`src/include/occ_pkg.sv`:
```
package occ_pkg;

	// Register offsets on the plain register port.
	localparam int ADDR_W = 4;
	localparam logic [3:0] OFF_OSC_CONTROL = 4'h0;
	localparam logic [3:0] OFF_CLK_CONFIG = 4'h2;
	localparam logic [3:0] OFF_CLK_STATUS = 4'h4;

	// Oscillator control register fields.
	localparam int TRIM_HI_MSB = 15;
	localparam int TRIM_HI_LSB = 14;
	localparam int SEL_MSB = 13;
	localparam int SEL_LSB = 12;
	localparam int TRIM_LO_MSB = 11;
	localparam int TRIM_LO_LSB = 10;
	localparam int LOCK_BIT = 5;
	localparam int KEEP_ON_BIT = 1;

	// Clock configuration register fields.
	localparam int MODE_MSB = 3;
	localparam int MODE_LSB = 0;
	localparam int MULT_MSB = 5;
	localparam int MULT_LSB = 4;
	localparam int PLL_EN_BIT = 8;
	localparam int WDT_EN_BIT = 9;
	localparam int CFM_EN_BIT = 10;

	// Clock status register fields.
	localparam int ST_SLOW_ON_BIT = 0;
	localparam int ST_POWERUP_DONE_BIT = 1;
	localparam int ST_PLL_USE_BIT = 2;
	localparam int ST_LP_ON_BIT = 3;
	localparam int ST_SRC_MSB = 6;
	localparam int ST_SRC_LSB = 4;
	localparam int ST_TRIM_MSB = 15;
	localparam int ST_TRIM_LSB = 8;

	// Reset values.
	localparam logic [1:0] SEL_RST = 2'h1;
	localparam logic [3:0] TRIM_RST = 4'h0;
	localparam logic KEEP_ON_RST = 1'b0;
	localparam logic [3:0] MODE_RST = 4'h0;
	localparam logic [1:0] MULT_RST = 2'h0;

	// Current oscillator select codes.
	localparam logic [1:0] SEL_LP = 2'h0;
	localparam logic [1:0] SEL_FRC = 2'h1;
	localparam logic [1:0] SEL_SLOW = 2'h2;
	localparam logic [1:0] SEL_PRIMARY = 2'h3;

	// Multiplier gain codes; the fourth code is not a gain.
	localparam logic [1:0] MULT_X4 = 2'h0;
	localparam logic [1:0] MULT_X8 = 2'h1;
	localparam logic [1:0] MULT_X16 = 2'h2;

	// Output pin functions.
	localparam logic [1:0] PIN_CRYSTAL = 2'h0;
	localparam logic [1:0] PIN_CLKOUT = 2'h1;
	localparam logic [1:0] PIN_GPIO = 2'h2;
	localparam logic [3:0] MODE_EXT_LIMIT = 4'h4;

	// Timing.
	localparam int CLK_PERIOD_NS = 50;
	localparam int LOCK_SETTLE_NS = 10000;
	localparam int LOCK_SETTLE_CYC = (LOCK_SETTLE_NS + CLK_PERIOD_NS - 1) / CLK_PERIOD_NS;
	localparam int LOCK_CNT_W = 8;

	localparam logic signed [7:0] TRIM_STEP_TENTHS = 8'sh0f;

	typedef enum logic [2:0] {
		OCC_SRC_LP,
		OCC_SRC_FRC,
		OCC_SRC_SLOW,
		OCC_SRC_PRIMARY,
		OCC_SRC_PRIMARY_PLL
	} occ_src_t;

	typedef enum logic [1:0] {
		OCC_LK_IDLE,
		OCC_LK_SETTLE,
		OCC_LK_TRACK
	} occ_lock_state_t;

	// Trim code as signed steps, result in tenths of a percent.
	function automatic logic signed [7:0] occ_trim_tenths(input logic [3:0] t);
		logic signed [7:0] steps;
		steps = signed'({{4{t[3]}}, t});
		return 8'(steps * TRIM_STEP_TENTHS);
	endfunction

	// Output pin use from the primary oscillator mode.
	function automatic logic [1:0] occ_pin_fn(input logic [3:0] mode);
		logic [1:0] fn;
		fn = PIN_CRYSTAL;
		if (mode < MODE_EXT_LIMIT) begin
			fn = mode[0] ? PIN_GPIO : PIN_CLKOUT;
		end
		return fn;
	endfunction

endpackage

```
`src/include/occ_osc_if.sv`:
```
`timescale 1ns/100ps
`default_nettype none
interface occ_osc_if;
	import occ_pkg::*;
	logic pll_in_use;
	logic reconfig;
	logic lock_sync;
	logic locked;
	logic wdt_en;
	logic cfm_en;
	logic [1:0] osc_sel;
	logic powerup_done;
	logic slow_on;

	modport ctrl (
		output pll_in_use, reconfig, lock_sync, wdt_en, cfm_en, osc_sel, powerup_done,
		input locked, slow_on
	);
	modport lock (
		input pll_in_use, reconfig, lock_sync,
		output locked
	);
	modport slow (
		input wdt_en, cfm_en, osc_sel, powerup_done,
		output slow_on
	);
endinterface
`default_nettype wire

```
`src/core/occ_lock_monitor.sv`:
```
`timescale 1ns/100ps
`default_nettype none
module occ_lock_monitor (
	input wire logic clk,
	input wire logic reset,
	occ_osc_if.lock osc
);
	import occ_pkg::*;

	occ_lock_state_t state;
	logic [LOCK_CNT_W-1:0] settle_cnt;

	// A fresh start ignores the loop's lock line for a settle time, since it may
	// still show the old lock before the loop has really slipped.
	always_ff @(posedge clk) begin
		if (reset || !osc.pll_in_use) begin
			state <= OCC_LK_IDLE;
			settle_cnt <= '0;
		end else if (osc.reconfig) begin
			state <= OCC_LK_SETTLE;
			settle_cnt <= '0;
		end else begin
			case (state)
				OCC_LK_IDLE: begin
					state <= OCC_LK_SETTLE;
					settle_cnt <= '0;
				end
				OCC_LK_SETTLE: begin
					settle_cnt <= settle_cnt + 1'b1;
					if (settle_cnt == LOCK_CNT_W'(LOCK_SETTLE_CYC - 1)) begin
						state <= OCC_LK_TRACK;
					end
				end
				default: begin
					state <= OCC_LK_TRACK;
				end
			endcase
		end
	end

	always_ff @(posedge clk) begin
		if (reset) begin
			osc.locked <= 1'b0;
		end else begin
			osc.locked <= (state == OCC_LK_TRACK) && osc.pll_in_use && !osc.reconfig
				&& osc.lock_sync;
		end
	end
endmodule
`default_nettype wire

```
`src/core/occ_slow_rc_ctrl.sv`:
```
`timescale 1ns/100ps
`default_nettype none
module occ_slow_rc_ctrl (
	input wire logic clk,
	input wire logic reset,
	occ_osc_if.slow osc
);
	import occ_pkg::*;

	logic keep;

	assign keep = osc.cfm_en || osc.wdt_en || (osc.osc_sel == SEL_SLOW);

	// The power-up timer itself runs on this oscillator, so it must be on from reset.
	always_ff @(posedge clk) begin
		if (reset) begin
			osc.slow_on <= 1'b1;
		end else if (!osc.powerup_done) begin
			osc.slow_on <= 1'b1;
		end else begin
			osc.slow_on <= keep;
		end
	end
endmodule
`default_nettype wire

```
`src/core/occ_clock_control.sv`:
```
// What this block does
// - Multiplier gain is four, eight or sixteen.
// - Lock flag follows loop lock, drops on loss.
// - Lock flag is read-only in control register.
// - Select code 01 runs from fast RC.
// - Trim built from bits 15:14 and 11:10.
// - Trim is signed, 1.5 percent per step.
// - Slow RC clocks power-up, watchdog, clock monitor.
// - Slow RC always on at power-on reset.
// - After power-up delay, slow RC kept if needed.
// - Otherwise slow RC turns off after delay.
// - Output pin function set by primary mode field.
// - Input oscillator pin never offered as GPIO.
// - Low-power crystal clocks system only with keep-on.
// - Keep-on holds low-power crystal running, even asleep.
//
// Our own choices: the plain strobed port and the register addresses.
`timescale 1ns/100ps
`default_nettype none
module occ_clock_control (
	input wire logic clk,
	input wire logic reset,
	input wire logic [occ_pkg::ADDR_W-1:0] addr,
	input wire logic [15:0] wdata,
	input wire logic wr,
	input wire logic rd,
	output logic [15:0] rdata,
	input wire logic pll_lock_pin,
	input wire logic powerup_expired_pin,
	output logic pll_enable,
	output logic [1:0] pll_mult_sel,
	output logic frc_enable,
	output logic [3:0] frc_trim,
	output logic signed [7:0] frc_trim_tenths,
	output logic slow_rc_enable,
	output logic lp_osc_enable,
	output occ_pkg::occ_src_t sys_clk_src,
	output logic [1:0] osc_output_fn,
	output logic osc_input_gpio_en,
	output logic pll_locked_flag
);
	import occ_pkg::*;

	occ_osc_if osc ();

	// Software-held state.
	logic [1:0] osc_sel;
	logic [3:0] trim;
	logic keep_on;
	logic [3:0] mode;
	logic [1:0] mult;
	logic pll_en;
	logic wdt_en;
	logic cfm_en;

	// Synchronisers for the analog lock line and the power-up timer expiry.
	logic lock_meta;
	logic lock_sync;
	logic powerup_meta;
	logic powerup_sync;

	logic pll_in_use;
	logic reconfig;

	logic wr_ctl;
	logic wr_cfg;
	logic [1:0] next_mult;
	logic next_pll_in_use;
	logic [15:0] ctl_word;
	logic [15:0] cfg_word;
	logic [15:0] status_word;
	occ_src_t next_src;

	assign wr_ctl = wr && (addr == OFF_OSC_CONTROL);
	assign wr_cfg = wr && (addr == OFF_CLK_CONFIG);

	always_ff @(posedge clk) begin
		if (reset) begin
			lock_meta <= 1'b0;
			lock_sync <= 1'b0;
			powerup_meta <= 1'b0;
			powerup_sync <= 1'b0;
		end else begin
			lock_meta <= pll_lock_pin;
			lock_sync <= lock_meta;
			powerup_meta <= powerup_expired_pin;
			powerup_sync <= powerup_meta;
		end
	end

	// Oscillator control register; bit LOCK_BIT is not stored, so writes to it vanish.
	always_ff @(posedge clk) begin
		if (reset) begin
			osc_sel <= SEL_RST;
			trim <= TRIM_RST;
			keep_on <= KEEP_ON_RST;
		end else if (wr_ctl) begin
			osc_sel <= wdata[SEL_MSB:SEL_LSB];
			trim <= {wdata[TRIM_HI_MSB:TRIM_HI_LSB], wdata[TRIM_LO_MSB:TRIM_LO_LSB]};
			keep_on <= wdata[KEEP_ON_BIT];
		end
	end

	// A write of the unused gain code keeps the previous gain.
	always_comb begin
		next_mult = mult;
		if (wdata[MULT_MSB:MULT_LSB] == MULT_X4 || wdata[MULT_MSB:MULT_LSB] == MULT_X8
			|| wdata[MULT_MSB:MULT_LSB] == MULT_X16) begin
			next_mult = wdata[MULT_MSB:MULT_LSB];
		end
	end

	always_ff @(posedge clk) begin
		if (reset) begin
			mode <= MODE_RST;
			mult <= MULT_RST;
			pll_en <= 1'b0;
			wdt_en <= 1'b0;
			cfm_en <= 1'b0;
		end else if (wr_cfg) begin
			mode <= wdata[MODE_MSB:MODE_LSB];
			mult <= next_mult;
			pll_en <= wdata[PLL_EN_BIT];
			wdt_en <= wdata[WDT_EN_BIT];
			cfm_en <= wdata[CFM_EN_BIT];
		end
	end

	// The loop is in use only while it drives the system clock.
	always_comb begin
		next_pll_in_use = pll_en && (osc_sel == SEL_PRIMARY);
		if (wr_ctl) begin
			next_pll_in_use = pll_en && (wdata[SEL_MSB:SEL_LSB] == SEL_PRIMARY);
		end
		if (wr_cfg) begin
			next_pll_in_use = wdata[PLL_EN_BIT] && (osc_sel == SEL_PRIMARY);
		end
	end

	always_ff @(posedge clk) begin
		if (reset) begin
			pll_in_use <= 1'b0;
			reconfig <= 1'b0;
		end else begin
			pll_in_use <= next_pll_in_use;
			reconfig <= next_pll_in_use && (!pll_in_use || (wr_cfg && next_mult != mult));
		end
	end

	assign osc.pll_in_use = pll_in_use;
	assign osc.reconfig = reconfig;
	assign osc.lock_sync = lock_sync;
	assign osc.wdt_en = wdt_en;
	assign osc.cfm_en = cfm_en;
	assign osc.osc_sel = osc_sel;
	assign osc.powerup_done = powerup_sync;

	occ_lock_monitor u_lock (
		.clk(clk),
		.reset(reset),
		.osc(osc.lock)
	);

	// Slow RC also serves the watchdog and clock monitor through slow_rc_enable.
	occ_slow_rc_ctrl u_slow (
		.clk(clk),
		.reset(reset),
		.osc(osc.slow)
	);

	assign pll_locked_flag = osc.locked;
	assign slow_rc_enable = osc.slow_on;

	// Without the keep-on bit the low-power crystal is not running, so fall back to fast RC.
	always_comb begin
		next_src = OCC_SRC_FRC;
		case (osc_sel)
			SEL_LP: begin
				next_src = keep_on ? OCC_SRC_LP : OCC_SRC_FRC;
			end
			SEL_FRC: begin
				next_src = OCC_SRC_FRC;
			end
			SEL_SLOW: begin
				next_src = OCC_SRC_SLOW;
			end
			default: begin
				next_src = pll_en ? OCC_SRC_PRIMARY_PLL : OCC_SRC_PRIMARY;
			end
		endcase
	end

	always_ff @(posedge clk) begin
		if (reset) begin
			sys_clk_src <= OCC_SRC_FRC;
			frc_enable <= 1'b1;
			frc_trim <= TRIM_RST;
			frc_trim_tenths <= occ_trim_tenths(TRIM_RST);
			pll_enable <= 1'b0;
			pll_mult_sel <= MULT_RST;
			lp_osc_enable <= KEEP_ON_RST;
		end else begin
			sys_clk_src <= next_src;
			frc_enable <= (next_src == OCC_SRC_FRC);
			frc_trim <= trim;
			frc_trim_tenths <= occ_trim_tenths(trim);
			pll_enable <= pll_in_use;
			pll_mult_sel <= mult;
			lp_osc_enable <= keep_on || (next_src == OCC_SRC_LP);
		end
	end

	always_ff @(posedge clk) begin
		if (reset) begin
			osc_output_fn <= occ_pin_fn(MODE_RST);
			osc_input_gpio_en <= 1'b0;
		end else begin
			osc_output_fn <= occ_pin_fn(mode);
			osc_input_gpio_en <= 1'b0;
		end
	end

	always_comb begin
		ctl_word = '0;
		ctl_word[TRIM_HI_MSB:TRIM_HI_LSB] = trim[3:2];
		ctl_word[SEL_MSB:SEL_LSB] = osc_sel;
		ctl_word[TRIM_LO_MSB:TRIM_LO_LSB] = trim[1:0];
		ctl_word[LOCK_BIT] = osc.locked;
		ctl_word[KEEP_ON_BIT] = keep_on;
	end

	always_comb begin
		cfg_word = '0;
		cfg_word[MODE_MSB:MODE_LSB] = mode;
		cfg_word[MULT_MSB:MULT_LSB] = mult;
		cfg_word[PLL_EN_BIT] = pll_en;
		cfg_word[WDT_EN_BIT] = wdt_en;
		cfg_word[CFM_EN_BIT] = cfm_en;
	end

	always_comb begin
		status_word = '0;
		status_word[ST_SLOW_ON_BIT] = osc.slow_on;
		status_word[ST_POWERUP_DONE_BIT] = powerup_sync;
		status_word[ST_PLL_USE_BIT] = pll_in_use;
		status_word[ST_LP_ON_BIT] = lp_osc_enable;
		status_word[ST_SRC_MSB:ST_SRC_LSB] = sys_clk_src;
		status_word[ST_TRIM_MSB:ST_TRIM_LSB] = frc_trim_tenths;
	end

	// Read data stands for one cycle only; unmapped offsets read as zero.
	always_ff @(posedge clk) begin
		if (reset) begin
			rdata <= '0;
		end else if (rd) begin
			if (addr == OFF_OSC_CONTROL) begin
				rdata <= ctl_word;
			end else if (addr == OFF_CLK_CONFIG) begin
				rdata <= cfg_word;
			end else if (addr == OFF_CLK_STATUS) begin
				rdata <= status_word;
			end else begin
				rdata <= '0;
			end
		end else begin
			rdata <= '0;
		end
	end
endmodule
`default_nettype wire

```
`config.mk`:
```
export PLATFORM = sky130hd
export DESIGN_NAME = occ_clock_control
export DESIGN_NICKNAME = d
export VERILOG_FILES = /design/src/include/occ_pkg.sv /design/src/include/occ_osc_if.sv /design/src/core/occ_lock_monitor.sv /design/src/core/occ_slow_rc_ctrl.sv /design/src/core/occ_clock_control.sv
export SDC_FILE = /design/constraint.sdc
export NUM_CORES = 1
export LEC_CHECK = 0
export ABC_AREA = 1
export BUFFER_PORTS_ARGS = -buffer_cell sky130_fd_sc_hd__clkbuf_2
export CAP_MARGIN = 20
export CORE_MARGIN = 8
export CORE_UTILIZATION = 45
export DETAILED_ROUTE_END_ITERATION = 7
export HOLD_SLACK_MARGIN = 0.06
export PLACE_DENSITY = 0.74
export RECOVER_POWER = 25
export SLEW_MARGIN = 20
export SYNTH_ARGS = -nofsm -noshare
export SYNTH_HDL_FRONTEND = slang
export SYNTH_SLANG_ARGS = --single-unit
```
`constraint.sdc`:
```
create_clock -name clk -period 3.7 [get_ports clk]
set_clock_uncertainty 0.1 [all_clocks]
set_input_delay 0.74 -clock clk [delete_from_list [all_inputs] [get_ports clk]]
set_output_delay 0.74 -clock clk [all_outputs]
set_load 0.01 [all_outputs]
```
## After elaboration in Yosys (flattened, before gate mapping)

Cells that the tools add are included.

| storage, ports and cells | value |
|---|---|
| output and inout port bits | 41 |
| word-level logic and storage cells | 101 |
| register bits after elaboration | 72 |
| input bits | 26 |

| operators by class | value |
|---|---|
| mux-type cells | 15 |
| bitwise gates (word level) | 4 |
| add/sub/neg operators | 1 |
| equality and inequality tests | 15 |
| multipliers | 1 |
| $lt $le $gt $ge | 1 |
| reduce and logical (&&, ||, !) cells | 32 |

Operators with widths:

| kind | count |
|---|---|
| $mux 16 | 3 |
| $pmux 8 s2 | 1 |
| $eq 2x2->1 const B | 5 |
| $logic_and 1x1->1 | 10 |
| $pmux 3 s3 | 1 |
| $add 8x1->8 const B | 1 |
| $eq 8x8->1 const B | 1 |
| $mul 4x5->8 const B | 1 |
| $reduce_or 2->1 | 4 |
| $logic_or 1x1->1 | 7 |
| $eq 2x1->1 const B | 3 |
| $logic_not 2->1 | 3 |
| $mux 2 | 3 |
| $mux 1 | 5 |
| $reduce_or 5->1 | 1 |
| $eq 4x2->1 const B | 1 |
| $eq 4x3->1 const B | 1 |
| $logic_not 4->1 | 1 |
| $lt 4x3->1 const B | 1 |
| $not 1->1 | 4 |
| $pmux 2 s2 | 1 |
| $reduce_or 4->1 | 1 |
| $eq 3x1->1 const B | 1 |
| $logic_not 3->1 | 1 |
| other kinds (7) | 8 |

## Longest topological paths before layout

| logic depth | value |
|---|---|
| depth after elaboration | 8 |
| depth in mapped cells | 12 |
| mapped depth without buffers | 12 |

## Modules after synthesis

From an unflattened synthesis, not the netlist that was laid out.

| second synthesis, totals | value |
|---|---|
| cell total of the unflattened synthesis | 346 |
| area total of the unflattened synthesis | 2854.0 um^2 |

By module, submodules not included:

| module | seq. area each (um^2) | area each (um^2) | times used | cells an instance |
|---|---|---|---|---|
| occ_clock_control | 1161.1 | 2277.2 | 1 | 265 |
| occ_lock_monitor | 220.2 | 530.5 | 1 | 74 |
| occ_slow_rc_ctrl | 20.0 | 46.3 | 1 | 7 |

## Worst setup path before layout

Ideal clock, no wire load.

| path | value |
|---|---|
| kind | register to register |
| start point | reg trim[1] |
| end point | reg frc_trim_tenths[7] |
| stages on the path, launching flop included | 13 |
| required time | 3.530 ns |
| arrival time | 2.343 ns |
| slack | 1.187 ns |
| path buffers | 0 |
| setup time | 0.070 ns |
| clock period less this slack | 2.513 ns |
| path through | dfxtp_1 > inv_1 > ha_1 > inv_1 > ha_1 > fa_1 > ha_1 > fa_1 > nand2_1 > nand3_1 > nand2_1 > o21ai_0 > a21oi_1 |

| on the way | value |
|---|---|
| cells in the longest elaborated chain, start to end | 1 |

Ends and longest elaborated chain:

| item | line | text |
|---|---|---|
| start: declaration | occ_clock_control.sv:48 | `logic [3:0] trim;` |
| start signal: assignment | occ_clock_control.sv:99 | `trim <= {wdata[TRIM_HI_MSB:TRIM_HI_LSB], wdata[TRIM_LO_MSB:TRIM_LO_LSB]};` |
| $mul 4x5->8 | occ_pkg.sv:88 | `return 8'(steps * TRIM_STEP_TENTHS);` |
| end signal: assignment | occ_clock_control.sv:198 | `frc_trim_tenths <= occ_trim_tenths(TRIM_RST);` |
| end signal: assignment | occ_clock_control.sv:206 | `frc_trim_tenths <= occ_trim_tenths(trim);` |
| end: declaration | occ_clock_control.sv:34 | `output logic signed [7:0] frc_trim_tenths,` |

Every way passes these cells.
A chain may end at the register's enable or synchronous reset.

## Worst setup path after layout

Same ends and word-level chain as after synthesis.

==> flow_summary.ini <==
[logic_synthesis]
syn_avg_cell_area_sq_um = 8.318
yosysSeqAreaShare_pct = 50.29
synth_top_area_cell = dfxtp_1
syn_inst = 335
synth_edf_count = 0
ys_warn_count = 0
yosys.area.top_type_share_pct = 50.29
synthArstFlopShare_pct = 0
postSynthRegisterBits = 70
yosysMostFrequentCell = nand2_1
synth_cell_types = 37
synth_flop_cell = dfxtp_1
syn_area_sq_mm = 0.002786
synth.area.top_cells = dfxtp_1, nand2_1, a21oi_1, ha_1, inv_1
synth_common_cells = nand2_1, dfxtp_1, inv_1

[run]
maxCapViolations = 0

[sta]
setup_viol = 0
tns_ps = 0
fin_crit_ps = 2743
post-route-period-util_pct = 74.13
rsz0062_at_grt = false
setup_ws_ps = 957.0
worstMarginPinSlew_ps = 1301
drv_slew = 0
fmax_mhz = 364.6
hold_viol = 0
slew_headroom_pct = 13.27

[routing]
num_vias = 2325
drc = 0
drt_first_iter_violations = 58
wl_per_cell_microns = 13.53
wirelength_mm = 6.480
drt_pre_antenna_iters = 4
routed_via_density = 4.854
drtAntennaViolNets = 0

[floorplanning]
die_x_microns = 94.69
core_sq_mm = 0.005956
io_pins = 67
fp.dieH_microns = 94.69
die_area_sq_mm = 0.008966
core.rowCount = 28
initial_utilization_pct = 46.79

[cts]
cts_max_level = 3
clk-insertion-delay-late_ps = 340
max-clock-path-buffers = 2
cts_tree = yes
postCtsSetupBuffers = 0
cts_buffers = 9
ctsResizeCount = 0
cts_root_buf = clkbuf_8
path_clk_slew_ps = 70
clock_sinks = 70
hold_buffers = 0

[global_route]
antenna_found_initial = 0
track_usage_pct = 14.83
grt_pass1_vias = 2235
grt_pass1_wl_mm = 10.32
grt_max_degree = 28
grt-ovfl-total = 0

[layout]
stdcell_count = 479
fin_nets = 440
area_delta_synth_final_pct = 18.95
fin_area_sq_mm = 0.003314
antenna_cells = 0
drive_gt1_share_pct = 22.03
final_core_util_pct = 55.65

[pwr]
ir_worst_vdd_mv = 0.3179
leakage_uw = 0.001490
powerDensity_mw_per_mm2 = 433.9

[place]
gp_congestion = 0.8702
placedCellCount = 464
pre_cts_slack_ps = 975.2
dp_hpwl_mm = 4.875
postPlaceCellArea_sq_mm = 0.003132
port_buffers = 62

[critical_path]
worstPathRequired_ps = 3870
critPathKind = reg2reg
crit_family = adder cells
regToRegStartpoint = trim[1]
cpMostUsedCell = ha_1
crit_chain = inv_1, ha_1, ha_1, fa_1, ha_1, fa_1, nand2_1, nand3_1, nand2_1, o21ai_0, a21oi_1
start_kind = flip-flop
r2r_cells = 11
max_stage_delay_ps = 430
cp_slowest_cell = fa_1
worstReg2RegEnd = frc_trim_tenths[7]
r2r_slack_ps = 960
endpoint_kind = flip-flop
critPathBufInv = 1
arrival_ps = 2920
cp_max_fo = 4

[worst_hold_path]
hold_path.class = reg2reg
holdPathStages = 2
worstHoldStart = powerup_meta
whs_endpoint = osc.powerup_done

[outcome]
status = completed
## flip-flops by register name, summed over array words and instances, names as in the netlist, 3 cells and up
name               flops
frc_trim               4
frc_trim_tenths        7
mode                   4
trim                   4
rdata                 15
u_lock.settle_cnt      8
sys_clk_src            3
## final cells by class
class / count / area (sq um)
Clock buffer: 11 / 141.4
Clock inverter: 4 / 47.55
Fill cell: 572 / 2641
Inverter: 46 / 178.9
Multi-Input combinational cell: 211 / 1147
Sequential cell: 70 / 1401
Tap cell: 75 / 93.84
Timing Repair Buffer: 62 / 304.0
## power by group
| group | leakage, uW | switching (uW) | internal (uW) | total, uW |
|---|---|---|---|---|
| clock network | 0.0000952 | 277 | 324 | 601 |
| logic | 0.000829 | 44.9 | 23.9 | 68.8 |
| registers | 0.000566 | 5.70 | 762 | 768 |
| total | 0.00149 | 328 | 1110 | 1440 |
## metal layers
| layer | share of wire (%) | global-route usage [%] |
|---|---|---|
| met2 | 44 | 22.60 |
| met1 | 47 | 18.45 |
| met5 | 0 | 0 |
| met4 | 1.7 | 8.192 |
| met3 | 7.6 | 4.286 |
## tightest hold or removal path, cell delays in order (launching register included)
cell and delay [ps]:
dfxtp_1 300, inv_1 40, nor2_1 30
## cells by family (layout without fill, tap and decap cells)
family / count (synthesis) / after routing / synth area share, %
buffers and inverters: 55 / 123 / 8.666
other: 1 / 2 / 0.1346
adder cells (fa/ha/maj): 14 / 14 / 6.825
AND/OR/NAND/NOR: 129 / 129 / 20.79
AO/OA/AOI/OAI: 64 / 64 / 12.66
XOR/XNOR: 2 / 2 / 0.6288
flip-flops: 70 / 70 / 50.29
## through the flow
step / hold WS, ps / total power (uW)
after detailed placement: 296.1 / 854.5
after CTS: 315.5 / 1446
after floorplan: 288.3 / 826.5
after global routing: 335.4 / 1479
after global placement: 292.3 / 853.0
final: 314.9 / 1438
## worst max-delay path by stage
stage	start	endpoint	slack [ps]	depth (start not counted)
after CTS	trim[1]	frc_trim_tenths[7]	950	11
after floorplan	trim[1]	frc_trim_tenths[7]	1190	12
after global routing	trim[1]	frc_trim_tenths[7]	750	12
final	trim[1]	frc_trim_tenths[7]	960	11
after detailed placement	trim[1]	frc_trim_tenths[7]	980	12
after global placement	trim[1]	frc_trim_tenths[7]	1020	11
## layout by cell type (no fill, tap or decap), types with 2 or more instances in the layout
cell and n:
nand2_1 72, dfxtp_1 70, clkbuf_2 57, inv_1 40
a21oi_1 36, nor2_1 28, o21ai_0 16, ha_1 12
nand3_1 10, clkbuf_8 10, clkbuf_1 6, nand4_1 4
nor2_4 3, clkinv_2 3, nand2_2 3, nor4_1 3
inv_2 3, a31oi_1 3, nor2_2 2, nand3_2 2
xor2_1 2, fa_1 2, conb_1 2
No activity file was read; power rests on OpenSTA's default activity.
